===== src/pkg/obf_defines.svh =====
// constants for the output bit function block: codes, source indices,
// settings reset values. assumes inclusion by bare name from pkg/.
`ifndef OBF_DEFINES_SVH
`define OBF_DEFINES_SVH
// operation type codes
`define OBF_OP_DEFAULT 3'h0
`define OBF_OP_PRI_MANIP 3'h1
`define OBF_OP_SEC_MANIP 3'h2
`define OBF_OP_FN1 3'h3
`define OBF_OP_FN2 3'h4
`define OBF_OP_FN3 3'h5
`define OBF_OP_FN4 3'h6
// latch mode codes
`define OBF_LATCH_NONE 2'h0
`define OBF_LATCH_ON 2'h1
`define OBF_LATCH_OFF 2'h2
// settings reset values
`define OBF_SRC_POL_RST 4'h0
`define OBF_FINAL_POL_RST 1'h0
`define OBF_LATCH_RST 2'h0
`define OBF_OP_RST 3'h0
// source selection codes
`define OBF_SRC_OFF 6'h00
`define OBF_SRC_ON 6'h01
`define OBF_SRC_IEV1 6'h02
`define OBF_SRC_PRI_MANIP 6'h0E
`define OBF_SRC_SEC_MANIP 6'h0F
`define OBF_SRC_DI1 6'h12
`define OBF_SRC_ICON1 6'h1A
`define OBF_SRC_CDI1 6'h22
`define OBF_SRC_MANUAL 6'h26
`define OBF_SRC_READY 6'h27
`define OBF_SRC_AT 6'h29
`define OBF_SRC_RAMP 6'h2A
`define OBF_SRC_ALARM 6'h2C
`define OBF_SRC_PV_ALARM 6'h2D
`define OBF_SRC_MODE_KEY 6'h2F
`define OBF_SRC_EVT1 6'h30
`define OBF_SRC_CTL1 6'h31
// reset value of source A per output
`define OBF_CTL1_SEL_A_RST 6'h0E
`define OBF_CTL2_SEL_A_RST 6'h0F
`define OBF_EVT1_SEL_A_RST 6'h02
`define OBF_EVT2_SEL_A_RST 6'h03
`define OBF_EVT3_SEL_A_RST 6'h04
`endif


===== src/pkg/obf_pkg.sv =====
// types of the output bit function block.
// assumes obf_defines.svh for the numeric codes.
package obf_pkg;
	typedef logic [5:0] obf_sel_t;
	typedef logic [2:0] obf_op_t;
	typedef logic [1:0] obf_latch_t;
	typedef logic [63:0] obf_src_vec_t;
endpackage


===== src/hdl/obf_channel.sv =====
// one output: settings, source select, polarity, bit function, latch.
// assumes sources are synchronous to clk_sys_in.
`include "obf_defines.svh"
module obf_channel #(
	parameter obf_pkg::obf_sel_t SEL_A_RST = `OBF_SRC_OFF
) (
	// clock and reset
	input wire logic clk_sys_in,
	input wire logic rst_b_in,
	// settings write
	input wire logic cfg_load_in,
	input wire obf_pkg::obf_op_t op_type_in,
	input wire obf_pkg::obf_sel_t sel_a_in,
	input wire obf_pkg::obf_sel_t sel_b_in,
	input wire obf_pkg::obf_sel_t sel_c_in,
	input wire obf_pkg::obf_sel_t sel_d_in,
	input wire logic [3:0] src_polarity_in,
	input wire logic final_polarity_in,
	input wire obf_pkg::obf_latch_t latch_mode_in,
	// hardware fit
	input wire logic fitted_in,
	input wire logic drive_ok_in,
	// signals
	input wire logic release_all_in,
	input wire obf_pkg::obf_src_vec_t src_vec_in,
	input wire logic dflt_in,
	input wire logic pri_manip_in,
	input wire logic sec_manip_in,
	// result
	output logic out_out,
	output logic latched_out
);
	obf_pkg::obf_op_t op_q, op_d;
	obf_pkg::obf_sel_t sel_a_q, sel_a_d, sel_b_q, sel_b_d;
	obf_pkg::obf_sel_t sel_c_q, sel_c_d, sel_d_q, sel_d_d;
	logic [3:0] pol_q, pol_d;
	logic fpol_q, fpol_d;
	obf_pkg::obf_latch_t lmode_q, lmode_d;
	logic out_q, out_d, held_q, held_d, hval_q, hval_d;
	logic fn_new, active, bit_a, bit_b, bit_c, bit_d, fn_res, raw, plain;
	logic set_now;
	obf_pkg::obf_latch_t mode;

	// polarity and latch are only writable in a bit function mode
	assign fn_new = fitted_in && drive_ok_in && op_type_in >= `OBF_OP_FN1
		&& op_type_in <= `OBF_OP_FN4;
	assign active = fitted_in && drive_ok_in && op_q >= `OBF_OP_FN1
		&& op_q <= `OBF_OP_FN4;

	always_comb begin
		op_d = op_q;
		sel_a_d = sel_a_q;
		sel_b_d = sel_b_q;
		sel_c_d = sel_c_q;
		sel_d_d = sel_d_q;
		pol_d = pol_q;
		fpol_d = fpol_q;
		lmode_d = lmode_q;
		if (cfg_load_in) begin
			op_d = op_type_in;
			sel_a_d = sel_a_in;
			sel_b_d = sel_b_in;
			sel_c_d = sel_c_in;
			sel_d_d = sel_d_in;
			if (fn_new) begin
				pol_d = src_polarity_in;
				fpol_d = final_polarity_in;
				lmode_d = latch_mode_in;
			end
		end
	end

	always_ff @(posedge clk_sys_in or negedge rst_b_in) begin
		if (!rst_b_in) begin
			op_q <= `OBF_OP_RST;
			sel_a_q <= SEL_A_RST;
			sel_b_q <= `OBF_SRC_OFF;
			sel_c_q <= `OBF_SRC_OFF;
			sel_d_q <= `OBF_SRC_OFF;
			pol_q <= `OBF_SRC_POL_RST;
			fpol_q <= `OBF_FINAL_POL_RST;
			lmode_q <= `OBF_LATCH_RST;
		end else begin
			op_q <= op_d;
			sel_a_q <= sel_a_d;
			sel_b_q <= sel_b_d;
			sel_c_q <= sel_c_d;
			sel_d_q <= sel_d_d;
			pol_q <= pol_d;
			fpol_q <= fpol_d;
			lmode_q <= lmode_d;
		end
	end

	// codes 0 and 1 are constants in src_vec_in
	// digit 0 of the polarity word belongs to source a
	assign bit_a = src_vec_in[sel_a_q] ^ pol_q[0];
	assign bit_b = src_vec_in[sel_b_q] ^ pol_q[1];
	assign bit_c = src_vec_in[sel_c_q] ^ pol_q[2];
	assign bit_d = src_vec_in[sel_d_q] ^ pol_q[3];

	always_comb begin
		case (op_q)
			`OBF_OP_FN1: fn_res = (bit_a & bit_b) | (bit_c & bit_d);
			`OBF_OP_FN2: fn_res = (bit_a | bit_b) & (bit_c | bit_d);
			`OBF_OP_FN3: fn_res = bit_a | bit_b | bit_c | bit_d;
			`OBF_OP_FN4: fn_res = bit_a & bit_b & bit_c & bit_d;
			default: fn_res = 1'b0;
		endcase
	end

	assign raw = fn_res ^ fpol_q;

	// plain path when no bit function is chosen
	always_comb begin
		case (op_q)
			`OBF_OP_DEFAULT: plain = dflt_in;
			`OBF_OP_PRI_MANIP: plain = pri_manip_in;
			`OBF_OP_SEC_MANIP: plain = sec_manip_in;
			default: plain = 1'b0;
		endcase
	end

	assign mode = active ? lmode_q : `OBF_LATCH_NONE;
	// a latch event in the release cycle still sets the latch
	assign set_now = !held_q && ((mode == `OBF_LATCH_ON && raw)
		|| (mode == `OBF_LATCH_OFF && !raw && out_q));

	always_comb begin
		held_d = held_q;
		hval_d = hval_q;
		out_d = raw;
		if (!active) begin
			held_d = 1'b0;
			out_d = fitted_in && drive_ok_in && plain;
		end else if (mode != `OBF_LATCH_ON && mode != `OBF_LATCH_OFF) begin
			held_d = 1'b0;
		end else if (set_now) begin
			held_d = 1'b1;
			hval_d = raw;
		end else if (release_all_in) begin
			held_d = 1'b0;
		end else if (held_q) begin
			out_d = hval_q;
		end
	end

	// power-on clears the latch and leaves output off unlatched
	always_ff @(posedge clk_sys_in or negedge rst_b_in) begin
		if (!rst_b_in) begin
			out_q <= 1'b0;
			held_q <= 1'b0;
			hval_q <= 1'b0;
		end else begin
			out_q <= out_d;
			held_q <= held_d;
			hval_q <= hval_d;
		end
	end

	assign out_out = out_q;
	assign latched_out = held_q;
endmodule // obf_channel


===== src/hdl/obf_top.sv =====
// output bit function logic for two control and three event outputs.
// assumes all internal signals are synchronous to clk_sys_in.
// Operation
// - four polarity digits, rightmost is source a
// - digit 0 passes, digit 1 inverts source
// - source polarity resets to all zero
// - final polarity 0 direct, 1 inverted
// - latch mode: none, hold on, hold off
// - latch mode resets to none
// - reset, release-all or mode 0 clear latch
// - polarity and latch settings apply only in bit function modes
// - codes 3 to 6 pick and/or function
// - source codes 0 and 1 are constants
`include "obf_defines.svh"
module obf_top (
	// clock and reset
	input wire logic clk_sys_in,
	input wire logic rst_b_in,
	// release all latches, one-cycle pulse from key or communication
	input wire logic release_all_in,
	// internal sources
	input wire logic [4:0] int_event_in,
	input wire logic primary_manip_output_in,
	input wire logic secondary_manip_output_in,
	input wire logic [1:0] di_in,
	input wire logic [2:0] int_contact_in,
	input wire logic [3:0] comm_di_in,
	input wire logic manual_mode_in,
	input wire logic ready_mode_in,
	input wire logic at_running_in,
	input wire logic sp_ramp_in,
	input wire logic alarm_in,
	input wire logic pv_alarm_in,
	input wire logic mode_key_in,
	// control output 1 settings
	input wire logic ctl_out1_cfg_load_in,
	input wire obf_pkg::obf_op_t ctl_out1_op_type_in,
	input wire obf_pkg::obf_sel_t ctl_out1_sel_a_in,
	input wire obf_pkg::obf_sel_t ctl_out1_sel_b_in,
	input wire obf_pkg::obf_sel_t ctl_out1_sel_c_in,
	input wire obf_pkg::obf_sel_t ctl_out1_sel_d_in,
	input wire logic [3:0] ctl_out1_src_polarity_in,
	input wire logic ctl_out1_final_polarity_in,
	input wire obf_pkg::obf_latch_t ctl_out1_latch_mode_in,
	input wire logic ctl_out1_fitted_in,
	input wire logic ctl_out1_relay_type_in,
	// control output 2 settings
	input wire logic ctl_out2_cfg_load_in,
	input wire obf_pkg::obf_op_t ctl_out2_op_type_in,
	input wire obf_pkg::obf_sel_t ctl_out2_sel_a_in,
	input wire obf_pkg::obf_sel_t ctl_out2_sel_b_in,
	input wire obf_pkg::obf_sel_t ctl_out2_sel_c_in,
	input wire obf_pkg::obf_sel_t ctl_out2_sel_d_in,
	input wire logic [3:0] ctl_out2_src_polarity_in,
	input wire logic ctl_out2_final_polarity_in,
	input wire obf_pkg::obf_latch_t ctl_out2_latch_mode_in,
	input wire logic ctl_out2_fitted_in,
	input wire logic ctl_out2_relay_type_in,
	// event output 1 settings
	input wire logic evt_out1_cfg_load_in,
	input wire obf_pkg::obf_op_t evt_out1_op_type_in,
	input wire obf_pkg::obf_sel_t evt_out1_sel_a_in,
	input wire obf_pkg::obf_sel_t evt_out1_sel_b_in,
	input wire obf_pkg::obf_sel_t evt_out1_sel_c_in,
	input wire obf_pkg::obf_sel_t evt_out1_sel_d_in,
	input wire logic [3:0] evt_out1_src_polarity_in,
	input wire logic evt_out1_final_polarity_in,
	input wire obf_pkg::obf_latch_t evt_out1_latch_mode_in,
	input wire logic evt_out1_fitted_in,
	// event output 2 settings
	input wire logic evt_out2_cfg_load_in,
	input wire obf_pkg::obf_op_t evt_out2_op_type_in,
	input wire obf_pkg::obf_sel_t evt_out2_sel_a_in,
	input wire obf_pkg::obf_sel_t evt_out2_sel_b_in,
	input wire obf_pkg::obf_sel_t evt_out2_sel_c_in,
	input wire obf_pkg::obf_sel_t evt_out2_sel_d_in,
	input wire logic [3:0] evt_out2_src_polarity_in,
	input wire logic evt_out2_final_polarity_in,
	input wire obf_pkg::obf_latch_t evt_out2_latch_mode_in,
	input wire logic evt_out2_fitted_in,
	// event output 3 settings
	input wire logic evt_out3_cfg_load_in,
	input wire obf_pkg::obf_op_t evt_out3_op_type_in,
	input wire obf_pkg::obf_sel_t evt_out3_sel_a_in,
	input wire obf_pkg::obf_sel_t evt_out3_sel_b_in,
	input wire obf_pkg::obf_sel_t evt_out3_sel_c_in,
	input wire obf_pkg::obf_sel_t evt_out3_sel_d_in,
	input wire logic [3:0] evt_out3_src_polarity_in,
	input wire logic evt_out3_final_polarity_in,
	input wire obf_pkg::obf_latch_t evt_out3_latch_mode_in,
	input wire logic evt_out3_fitted_in,
	// outputs to relays and pulse drivers
	output logic ctl_out1_out,
	output logic ctl_out2_out,
	output logic evt_out1_out,
	output logic evt_out2_out,
	output logic evt_out3_out,
	// latch status
	output logic ctl_out1_latched_out,
	output logic ctl_out2_latched_out,
	output logic evt_out1_latched_out,
	output logic evt_out2_latched_out,
	output logic evt_out3_latched_out
);
	obf_pkg::obf_src_vec_t src_vec;

	// own status feeds back from the output register, so no loop forms;
	// an inverted self-reference still toggles every cycle
	always_comb begin
		src_vec = '0;
		src_vec[`OBF_SRC_ON] = 1'b1;
		src_vec[`OBF_SRC_IEV1 +: 5] = int_event_in;
		src_vec[`OBF_SRC_PRI_MANIP] = primary_manip_output_in;
		src_vec[`OBF_SRC_SEC_MANIP] = secondary_manip_output_in;
		src_vec[`OBF_SRC_DI1 +: 2] = di_in;
		src_vec[`OBF_SRC_ICON1 +: 3] = int_contact_in;
		src_vec[`OBF_SRC_CDI1 +: 4] = comm_di_in;
		src_vec[`OBF_SRC_MANUAL] = manual_mode_in;
		src_vec[`OBF_SRC_READY] = ready_mode_in;
		src_vec[`OBF_SRC_AT] = at_running_in;
		src_vec[`OBF_SRC_RAMP] = sp_ramp_in;
		src_vec[`OBF_SRC_ALARM] = alarm_in;
		src_vec[`OBF_SRC_PV_ALARM] = pv_alarm_in;
		src_vec[`OBF_SRC_MODE_KEY] = mode_key_in;
		src_vec[`OBF_SRC_EVT1] = evt_out1_out;
		src_vec[`OBF_SRC_CTL1] = ctl_out1_out;
	end

	obf_channel #(.SEL_A_RST(`OBF_CTL1_SEL_A_RST)) u_ctl1 (
		.clk_sys_in(clk_sys_in),
		.rst_b_in(rst_b_in),
		.cfg_load_in(ctl_out1_cfg_load_in),
		.op_type_in(ctl_out1_op_type_in),
		.sel_a_in(ctl_out1_sel_a_in),
		.sel_b_in(ctl_out1_sel_b_in),
		.sel_c_in(ctl_out1_sel_c_in),
		.sel_d_in(ctl_out1_sel_d_in),
		.src_polarity_in(ctl_out1_src_polarity_in),
		.final_polarity_in(ctl_out1_final_polarity_in),
		.latch_mode_in(ctl_out1_latch_mode_in),
		.fitted_in(ctl_out1_fitted_in),
		.drive_ok_in(ctl_out1_relay_type_in),
		.release_all_in(release_all_in),
		.src_vec_in(src_vec),
		.dflt_in(primary_manip_output_in),
		.pri_manip_in(primary_manip_output_in),
		.sec_manip_in(secondary_manip_output_in),
		.out_out(ctl_out1_out),
		.latched_out(ctl_out1_latched_out)
	);

	obf_channel #(.SEL_A_RST(`OBF_CTL2_SEL_A_RST)) u_ctl2 (
		.clk_sys_in(clk_sys_in),
		.rst_b_in(rst_b_in),
		.cfg_load_in(ctl_out2_cfg_load_in),
		.op_type_in(ctl_out2_op_type_in),
		.sel_a_in(ctl_out2_sel_a_in),
		.sel_b_in(ctl_out2_sel_b_in),
		.sel_c_in(ctl_out2_sel_c_in),
		.sel_d_in(ctl_out2_sel_d_in),
		.src_polarity_in(ctl_out2_src_polarity_in),
		.final_polarity_in(ctl_out2_final_polarity_in),
		.latch_mode_in(ctl_out2_latch_mode_in),
		.fitted_in(ctl_out2_fitted_in),
		.drive_ok_in(ctl_out2_relay_type_in),
		.release_all_in(release_all_in),
		.src_vec_in(src_vec),
		.dflt_in(secondary_manip_output_in),
		.pri_manip_in(primary_manip_output_in),
		.sec_manip_in(secondary_manip_output_in),
		.out_out(ctl_out2_out),
		.latched_out(ctl_out2_latched_out)
	);

	// event outputs have no drive type restriction
	obf_channel #(.SEL_A_RST(`OBF_EVT1_SEL_A_RST)) u_evt1 (
		.clk_sys_in(clk_sys_in),
		.rst_b_in(rst_b_in),
		.cfg_load_in(evt_out1_cfg_load_in),
		.op_type_in(evt_out1_op_type_in),
		.sel_a_in(evt_out1_sel_a_in),
		.sel_b_in(evt_out1_sel_b_in),
		.sel_c_in(evt_out1_sel_c_in),
		.sel_d_in(evt_out1_sel_d_in),
		.src_polarity_in(evt_out1_src_polarity_in),
		.final_polarity_in(evt_out1_final_polarity_in),
		.latch_mode_in(evt_out1_latch_mode_in),
		.fitted_in(evt_out1_fitted_in),
		.drive_ok_in(1'b1),
		.release_all_in(release_all_in),
		.src_vec_in(src_vec),
		.dflt_in(int_event_in[0]),
		.pri_manip_in(primary_manip_output_in),
		.sec_manip_in(secondary_manip_output_in),
		.out_out(evt_out1_out),
		.latched_out(evt_out1_latched_out)
	);

	obf_channel #(.SEL_A_RST(`OBF_EVT2_SEL_A_RST)) u_evt2 (
		.clk_sys_in(clk_sys_in),
		.rst_b_in(rst_b_in),
		.cfg_load_in(evt_out2_cfg_load_in),
		.op_type_in(evt_out2_op_type_in),
		.sel_a_in(evt_out2_sel_a_in),
		.sel_b_in(evt_out2_sel_b_in),
		.sel_c_in(evt_out2_sel_c_in),
		.sel_d_in(evt_out2_sel_d_in),
		.src_polarity_in(evt_out2_src_polarity_in),
		.final_polarity_in(evt_out2_final_polarity_in),
		.latch_mode_in(evt_out2_latch_mode_in),
		.fitted_in(evt_out2_fitted_in),
		.drive_ok_in(1'b1),
		.release_all_in(release_all_in),
		.src_vec_in(src_vec),
		.dflt_in(int_event_in[1]),
		.pri_manip_in(primary_manip_output_in),
		.sec_manip_in(secondary_manip_output_in),
		.out_out(evt_out2_out),
		.latched_out(evt_out2_latched_out)
	);

	obf_channel #(.SEL_A_RST(`OBF_EVT3_SEL_A_RST)) u_evt3 (
		.clk_sys_in(clk_sys_in),
		.rst_b_in(rst_b_in),
		.cfg_load_in(evt_out3_cfg_load_in),
		.op_type_in(evt_out3_op_type_in),
		.sel_a_in(evt_out3_sel_a_in),
		.sel_b_in(evt_out3_sel_b_in),
		.sel_c_in(evt_out3_sel_c_in),
		.sel_d_in(evt_out3_sel_d_in),
		.src_polarity_in(evt_out3_src_polarity_in),
		.final_polarity_in(evt_out3_final_polarity_in),
		.latch_mode_in(evt_out3_latch_mode_in),
		.fitted_in(evt_out3_fitted_in),
		.drive_ok_in(1'b1),
		.release_all_in(release_all_in),
		.src_vec_in(src_vec),
		.dflt_in(int_event_in[2]),
		.pri_manip_in(primary_manip_output_in),
		.sec_manip_in(secondary_manip_output_in),
		.out_out(evt_out3_out),
		.latched_out(evt_out3_latched_out)
	);
endmodule // obf_top


===== config.mk =====
export PLATFORM = sky130hd
export DESIGN_NAME = obf_top
export DESIGN_NICKNAME = d
export VERILOG_FILES = /design/src/pkg/obf_pkg.sv /design/src/hdl/obf_channel.sv /design/src/hdl/obf_top.sv
export VERILOG_INCLUDE_DIRS = /design/src /design/src/pkg
export SDC_FILE = /design/constraint.sdc
export NUM_CORES = 1
export LEC_CHECK = 0
export ABC_CLOCK_PERIOD_IN_PS = 3600
export BUFFER_PORTS_ARGS = -buffer_cell sky130_fd_sc_hd__buf_2
export CORE_UTILIZATION = 45
export DETAILED_ROUTE_END_ITERATION = 10
export PLACE_DENSITY_LB_ADDON = 0.08
export SYNTH_ARGS = -nofsm -noshare
export SYNTH_HDL_FRONTEND = slang
export SYNTH_SLANG_ARGS = --single-unit

===== constraint.sdc =====
create_clock -name clk_sys_in -period 3.6 [get_ports clk_sys_in]
set_input_delay 0.36 -clock clk_sys_in [delete_from_list [all_inputs] [get_ports clk_sys_in]]
set_output_delay 0.36 -clock clk_sys_in [all_outputs]
set_load 0.01 [all_outputs]

==> metrics, run 1 <==
met1 Use GR 38.07%; layout cell share with drive strength beyond 1 34.92%; fin worst setup slack 0.1503 ns; WS Path Type reg2reg; first-pass GRT wire length 69,080 um; count of cell types in the netlist 90; Seq/Total Area, Yosys 32.37%; Peak VDD IR 0.0003680 V; status finished, final reports clean; n_diodes 0; worst-margin pin slew 0.7047 ns; CP Max Fanout 11; die width 180.5 um; Sequential Power Share 40.6%; drt wl/cell 20.98 um; Skew-Pair Late Insertion Delay 0.46 ns; vias 12.99k; internal power 4.422 mW; Cell Rows 65; port bufs 217; Core Box Area 31,470 um^2; CP arrival 3.79 ns; M3 GR Usage 4.123%; total chip power 6.762 mW; vias in the first global route 12.33k; Initial Util 45.58%; M2 GR Usage 42.59%; Warnings, synthesis 0; type of the worst min-delay path in2reg; WP data required 3.94 ns; Place WS 0.1005 ns; CTS HTree Levels 4; pwr dens 406.7 nW/um^2; antenna-violating nets left 0; Clock power frac 28.6%; switching share of total power 34.60%; combinational share of power 30.7%; Fmax 289.9 MHz; Via density 6.234; Pleak 7.121 nW; Final min period 3.450 ns; Setup-failing EPs final 0; Slew Viols, Final 0; Post-Synthesis Net Count 1,716; initial antenna violation count 1; Synth Flop Type dfrtp_1; Max-slew headroom 53.02%; drt drc 0; number of synthesized flops with an enable pin 0; Synth Register Bits 185; Die Area 32,600 um^2; grt total ovfl 0; CTS root buffer clkbuf_16; Startpoint Class flip-flop; WL final 43,710 um; Tot GR Track Use 27.04%; largest net degree at the start of global routing 80; maxcap violations 0; 1st-iter DRT viols 1,125; clock tree buffer depth 2; Inserted Clock Buffers 17; RSZ-0062 raised after global routing false; Area Overhead vs Synth 15.90%; clk slew on worst S/H paths 0.08 ns; ys async rst share 100.0%; crit path capture type flip-flop; I/O pins 218; nets 1,886; CTS tree built; Fin Setup TNS 0 ns; DPL Wire Length 30,980 um; synthesized area per cell 9.576 um^2; endpoints failing hold 0; Sw Pwr 2.340 mW; Top Usage Layer GRT met2; Syn Inst Count 1,498; clk sink count 185; chip height 180.5 um; Max Clock Skew 0.01088 ns; 1st-pass router iterations 5; mapped cell area 14,350 um^2; RD Place Congestion 0.8918; Final Cycle Share 95.82%
## critical path: stages (launching register included)
cell and delay, ns:
dfstp_4 0.71, mux4_2 0.52, a221o_1 0.31, a31oi_1 0.16
a221oi_2 0.09, xor2_2 0.20, a2111oi_4 0.23, a2111oi_2 0.10
or4_4 0.54, and2_0 0.17, a221o_1 0.29
## final cells by class
class / count / area, um^2
fillers: 2925 / 14850
flip-flops and latches: 185 / 4658
multi-input cells: 1103 / 8857
clock buffers: 20 / 456.7
inverters: 56 / 210.2
repair buffers: 305 / 1808
well taps: 402 / 503.0
clock inverters: 12 / 132.6
## layer usage
layer / wire (um) / vias up
met2: 20000 / 503
met4: 887 / 0
met3: 2618 / 57
li1: - / 6003
met5: 0 / -
met1: 20210 / 6423
## cells in the final DEF, fill, tap and decap left out, types with 10 or more instances in the layout
cell       netlist  routed
nor3_1          15      15
mux2i_1         74      74
and2_1          17      17
nand4_1         31      31
a21o_1          12      12
nand2_1        117     117
and3b_1         12      12
buf_4            2      83
a31oi_1         13      13
nand3_1         40      40
mux2_2         176     176
a221o_1         13      13
nand2b_1        23      23
clkbuf_16        0      17
dfstp_2         11      10
mux4_2          34      34
buf_2           33     216
inv_1           55      55
ha_1            10      10
a21oi_1         45      45
nor2_1          38      38
o22ai_1         12      12
nor4_1          15      15
o21ai_0         67      67
nor2b_1         25      25
and3_1          15      15
a211oi_1        12      12
dfrtp_1        174     165
nand4b_1        17      17
nand3b_1        53      53
o2111ai_1       16      16
o211ai_1        13      13
nor3b_1         13      13
## synthesized netlist by cell type, types with 16 or more instances
cell type	count	area, um^2
mux2_2	176	1982
dfrtp_1	174	4354
nand2_1	117	439.2
clkbuf_1	98	367.9
mux2i_1	74	740.7
o21ai_0	67	335.3
inv_1	55	206.5
nand3b_1	53	397.9
a21oi_1	45	225.2
nand3_1	40	200.2
nor2_1	38	142.6
mux4_2	34	765.7
buf_2	33	165.2
nand4_1	31	193.9
nor2b_1	25	156.4
nand2b_1	23	143.9
buf_1	18	67.56
and2_1	17	106.4
nand4b_1	17	148.9
o2111ai_1	16	140.1
## power groups by stage
| stage | combinational, mW | clock [mW] | sequential, mW |
|---|---|---|---|
| CTS | 2.06 | 1.99 | 2.74 |
| global route | 2.28 | 2.06 | 2.80 |
| floorplan | 1.59 | 0 | 2.54 |
| detailed placement | 2.04 | 0 | 2.78 |
| global placement | 2.02 | 0 | 2.77 |
| finish | 2.08 | 1.93 | 2.75 |
## per-stage QoR
step	std cells	cell area [um^2]	utilization [%]	hold slack, ns
2_1_floorplan	1498	14350	-	0.06441
3_3_place_gp	2047	15970	50.75	0.4519
3_5_place_dp	2047	15970	50.75	0.4541
4_1_cts	2080	16570	52.66	0.08367
5_1_grt	2083	16630	52.82	0.1011
6_report	2083	16630	52.82	0.1011
## kinds of logic after synthesis
group / synth area share [%]
AO/OA/AOI/OAI: 16.06
XOR/XNOR: 0.9682
adder cells (fa/ha/maj): 0.8722
buffers and inverters: 5.992
flip-flops: 32.37
multiplexers: 24.55
AND/OR/NAND/NOR: 19.19
## repair_timing
item	CTS	global route
gates resized for setup	0	14
hold endpoints to repair	43	0
hold buffers	1	0
buffers inserted	0	3
endpoints found under the setup margin	0	7
## final timing paths
check / startpoint / to / cells past startpoint / slack (ns)
setup / recovery: u_ctl2.sel_a_q[0] / u_ctl2.latched_out / 10 / 0.15
hold / removal: evt_out2_src_polarity_in[3] / u_evt2.pol_q[3] / 3 / 0.10
setup reg to reg: u_ctl2.sel_a_q[0] / u_ctl2.latched_out / 10 / 0.15
hold reg to reg: u_ctl2.lmode_q[0] / u_ctl2.lmode_q[0] / 1 / 0.50
max in group asynchronous: rst_b_in / u_evt2.sel_a_q[0] / 3 / 2.08
min in group asynchronous: rst_b_in / u_evt2.sel_b_q[3] / 2 / 0.50
No activity file was read; power rests on OpenSTA's default activity.
==> run 2: changes to the inputs <==
- CELL_PAD_IN_SITES_DETAIL_PLACEMENT: not set -> 1
- CELL_PAD_IN_SITES_GLOBAL_PLACEMENT: not set -> 1
- CORE_UTILIZATION: 45 -> 41
==> metrics, run 2 (synthesized netlist as in run 1, its figures left out) <==
FF-to-FF Start u_ctl2.sel_a_q[0]; Peak VDD IR 0.0003548 V; maxcap violations 0; Setup-failing EPs final 0; Placed Cells 2,111; Cells on Worst Hold Path 3; Via density 6.057; Cell Rows 68; clk sink count 185; Core Box Area 34,460 um^2; Filler Cell Count 3,946; combinational share of power 31.2%; Pleak 7.204 nW; Max stage delay cell, worst path dfstp_4; Max-slew headroom 50.18%; 1st-pass router iterations 6; Non-Filler Instances 2,152; total chip power 6.955 mW; endpoints failing hold 0; worst-margin pin slew 0.7472 ns; Clock power frac 29.2%; switching share of total power 35.33%; 1st-iter DRT viols 790; Slew Viols, Final 0; hold path start evt_out1_sel_a_in[4]; Inserted Clock Buffers 17; leading cell type in the layout, fill and taps excluded buf_2; antenna-violating nets left 0; RD Place Congestion 0.8598; nets 1,900; R2R Path End u_ctl2.latched_out; Sequential Area 4657 um^2; Place WS -0.06338 ns; RSZ-0062 raised after global routing true; CTS root buffer clkbuf_16; crit path capture type flip-flop; die width 189.1 um; cell mode on critical path a221o_1; Initial Util 41.63%; Hold Path End u_evt1.sel_a_q[4]; Fmax 284.9 MHz; first-pass GRT wire length 76,490 um; WL final 48,800 um; clock tree buffer depth 2; Sequential Power Share 39.6%; chip height 189.1 um; WS Path Type reg2reg; CP Max Fanout 14; initial antenna violation count 0; Max Clock Skew 0.01092 ns; vias in the first global route 13.29k; largest stage delay on the critical path 0.72 ns; CTS tree built; Sw Pwr 2.457 mW; most frequent cells in the layout buf_2, mux2_2, dfrtp_1, nand2_1, buf_4; drt wl/cell 22.68 um; grt total ovfl 0; layout cell share with drive strength beyond 1 35.69%; critical path cell sequence mux4_2 > a221o_1 > a31oi_1 > a221oi_2 > xor2_2 > a2111oi_4 > a2111oi_2 > or4_4 > and2_0 > a221o_1; CTS HTree Levels 4; drt drc 0; status finished, final reports clean; fin worst setup slack 0.08957 ns; Final min period 3.510 ns; reg2reg path depth 10; Skew-Pair Late Insertion Delay 0.47 ns; Area Overhead vs Synth 17.58%; Startpoint Class flip-flop; clk slew on worst S/H paths 0.08 ns; I/O pins 218; port bufs 217; FF-to-FF setup slack 0.09 ns; type of the worst min-delay path in2reg; Die Area 35,740 um^2; Tot GR Track Use 27.64%; internal power 4.498 mW; CP arrival 3.85 ns; DPL Wire Length 34,820 um; largest net degree at the start of global routing 79; Final Cycle Share 97.51%; vias 13.04k; WP data required 3.94 ns; Multi-input gate area 8891 um^2; pwr dens 412.4 nW/um^2
-- run 2: per-stage QoR --
stage	hold WS (ns)	setup TNS [ns]	utilization [%]	area [um^2]
6_report	0.1042	0	48.95	16870
5_1_grt	0.08904	-0.05060	48.93	16860
2_1_floorplan	0.06441	0	-	14350
4_1_cts	0.08335	0	48.65	16760
3_3_place_gp	0.4424	0	46.79	16120
3_5_place_dp	0.4515	-0.08469	46.79	16120
-- run 2: power by group through the flow --
stage / combinational [mW] / sequential (mW) / clock [mW]
after floorplan: 1.59 / 2.54 / 0
after global placement: 2.06 / 2.77 / 0
after detailed placement: 2.12 / 2.78 / 0
after CTS: 2.14 / 2.75 / 2.09
after global routing: 2.37 / 2.80 / 2.17
final: 2.17 / 2.75 / 2.03
-- run 2: worst max path at each step --
stage                            start                 end  slack [ns]  depth (start not counted)
2_1_floorplan        u_evt2.sel_a_q[0]  u_evt2.latched_out        0.27                         11
3_3_place_gp   primary_manip_output_in  u_evt3.latched_out        0.05                         11
3_5_place_dp   primary_manip_output_in  u_evt3.latched_out       -0.06                         11
4_1_cts              u_ctl2.sel_a_q[0]  u_ctl2.latched_out        0.02                         10
5_1_grt              u_ctl2.sel_a_q[0]  u_ctl2.latched_out       -0.05                         10
6_report             u_ctl2.sel_a_q[0]  u_ctl2.latched_out        0.09                         10
-- run 2: area by class of cell --
cell class / count / area share [%]
timing repair buffer: 319 / 11.36
clock buffer: 18 / 2.604
inverter: 56 / 1.246
antenna: 2 / 0.02967
clock inverter: 14 / 1.053
tap: 455 / 3.375
multi-input combinational: 1103 / 52.72
sequential: 185 / 27.61
-- run 2: repair_timing --
item,4_1_cts,5_1_grt
endpoints found under the hold margin,47,0
resized for setup,3,15
pin swaps,0,3
endpoints found under the setup margin,2,9
gates cloned,0,0
hold buffers,1,0
buffers inserted,0,6
-- run 2: layer usage --
layer | global-route usage (%) | up-vias | part of all wire, %
li1 | - | 6027 | -
met1 | 37.88 | 6644 | 45
met2 | 45.59 | 322 | 48
met3 | 3.985 | 42 | 4.5
met4 | 7.165 | 0 | 1.7
met5 | 0 | - | 0
-- run 2: worst max-delay path, delay by kind of cell (launching register included) --
kind                      cells  cell delay (ns)
DFF                           1             0.72
muxes                         1             0.52
AOI/OAI and AO/OA             6             1.19
xor gates and xnor gates      1             0.22
and+or+nand+nor               2             0.72
==> run 3: changes to the inputs <==
- PLACE_DENSITY: not set -> 0.79
- PLACE_DENSITY_LB_ADDON: 0.08 -> not set
==> metrics, run 3 (synthesized netlist as in run 1, its figures left out) <==
I/O pins 218; antenna-violating nets left 0; CP top delay family simple AND/OR/NAND/NOR gates; CTS root buffer clkbuf_16; Final min period 3.690 ns; Placed Cells 2,094; CP arrival 4.04 ns; DP Area 15,980 um^2; clk sink count 185; Pleak 7.108 nW; 1st-pass router iterations 9; Skew-Pair Late Insertion Delay 0.47 ns; Setup-failing EPs final 2; total chip power 6.918 mW; vias in the first global route 14.02k; CTS HTree Levels 4; post-layout util 48.47%; fin area 16,700 um^2; largest net degree at the start of global routing 72; vias 13.38k; drt wl/cell 23.24 um; leading cell type in the layout, fill and taps excluded buf_2; clk slew on worst S/H paths 0.08 ns; Max Clock Skew 0.007491 ns; Inserted Clock Buffers 17; endpoints failing hold 0; maxcap violations 0; 1st-iter DRT viols 1,123; RD Place Congestion 0.9268; Final Cycle Share 102.5%; WP data required 3.95 ns; Slew Viols, Final 0; port bufs 217; CP startpoint u_ctl2.sel_a_q[0]; Fmax 271.0 MHz; Area Overhead vs Synth 16.42%; Non-Filler Instances 2,137; die width 189.1 um; largest stage delay on the critical path 0.57 ns; Tot GR Track Use 28.17%; FF-to-FF Start u_ctl2.sel_a_q[0]; Startpoint Class flip-flop; critical path cell sequence buf_4 > buf_4 > nor4_1 > o41ai_1 > a221oi_2 > xor2_2 > a2111oi_4 > a2111oi_2 > or4_4 > and2_0 > a221o_1; worst-margin pin slew 0.7543 ns; Cell Rows 68; chip height 189.1 um; Max-slew headroom 49.71%; Via density 6.262; Core Box Area 34,460 um^2; cell mode on critical path buf_4; grt total ovfl 0; WS Path Type reg2reg; DPL Wire Length 35,570 um; clock tree buffer depth 2; Peak VDD IR 0.0003756 V; layout cell share with drive strength beyond 1 35.00%; Fin Setup TNS -0.09254 ns; WL final 49,670 um; crit path capture type flip-flop; fin worst setup slack -0.08979 ns; status complete, but fails checks; violated checks DRC, setup timing; pwr dens 414.2 nW/um^2; most frequent cells in the layout buf_2, mux2_2, dfrtp_1, nand2_1, buf_4; hold path start ctl_out1_src_polarity_in[2]; Initial Util 41.63%; CTS tree built; nets 1,885; CP Max Fanout 11; initial antenna violation count 1; type of the worst min-delay path in2reg; Hold WS 0.1026 ns; Buf+Inv Stages, Crit Path 2; Max stage delay cell, worst path nor4_1; Die Area 35,740 um^2; drt drc 2; Place WS -0.003239 ns; first-pass GRT wire length 78,600 um
-- run 3: what timing repair did --
item	in CTS	in global routing
gates resized for setup	2	14
endpoints found under the setup margin	2	10
pin swaps	0	6
setup buffers	0	8
hold endpoints to repair	48	0
hold buffers	1	0
-- run 3: path summary, 6_finish.rpt --
path / endpoint / slack, ns / cells past startpoint
setup / recovery: u_ctl2.latched_out / -0.09 / 11
max in group asynchronous: u_evt2.sel_d_q[0] / 2.21 / 3
min in group asynchronous: u_ctl2.lmode_q[1] / 0.44 / 2
hold / removal: u_ctl1.pol_q[2] / 0.10 / 3
setup reg to reg: u_ctl2.latched_out / -0.09 / 11
hold reg to reg: u_ctl1.lmode_q[0] / 0.50 / 1
-- run 3: final cells by class --
| cell class | count | area (um^2) |
|---|---|---|
| Fill cell | 3960 | 17760 |
| Multi-Input combinational cell | 1103 | 8870 |
| Sequential cell | 185 | 4658 |
| Timing Repair Buffer | 304 | 1785 |
| Tap cell | 455 | 569.3 |
| Clock buffer | 19 | 442.9 |
| Inverter | 56 | 210.2 |
| Clock inverter | 13 | 160.2 |
| Antenna cell | 2 | 5.005 |
-- run 3: worst reg2reg max path: cells and delay by family, from the launching register on --
kind	cells	cell delay [ns]
AO/OA/AOI/OAI	5	1.27
buffers and inverters	2	0.30
XOR/XNOR	1	0.20
AND/OR/NAND/NOR	3	1.29
flip-flops	1	0.53
-- run 3: per-layer routing --
layer | vias up | wire length, um | track usage, %
li1 | 5981 | - | -
met1 | 6738 | 20830 | 35.90
met2 | 536 | 24210 | 47.20
met3 | 126 | 2811 | 4.449
met4 | 0 | 1818 | 12.19
met5 | - | 0 | 0
-- run 3: power by group --
part           internal, mW  leakage (nW)  total, mW  switching (mW)
sequential             2.34          2.17       2.77           0.426
clock                  1.06         0.290       1.98           0.918
combinational          1.07          4.65       2.17            1.10
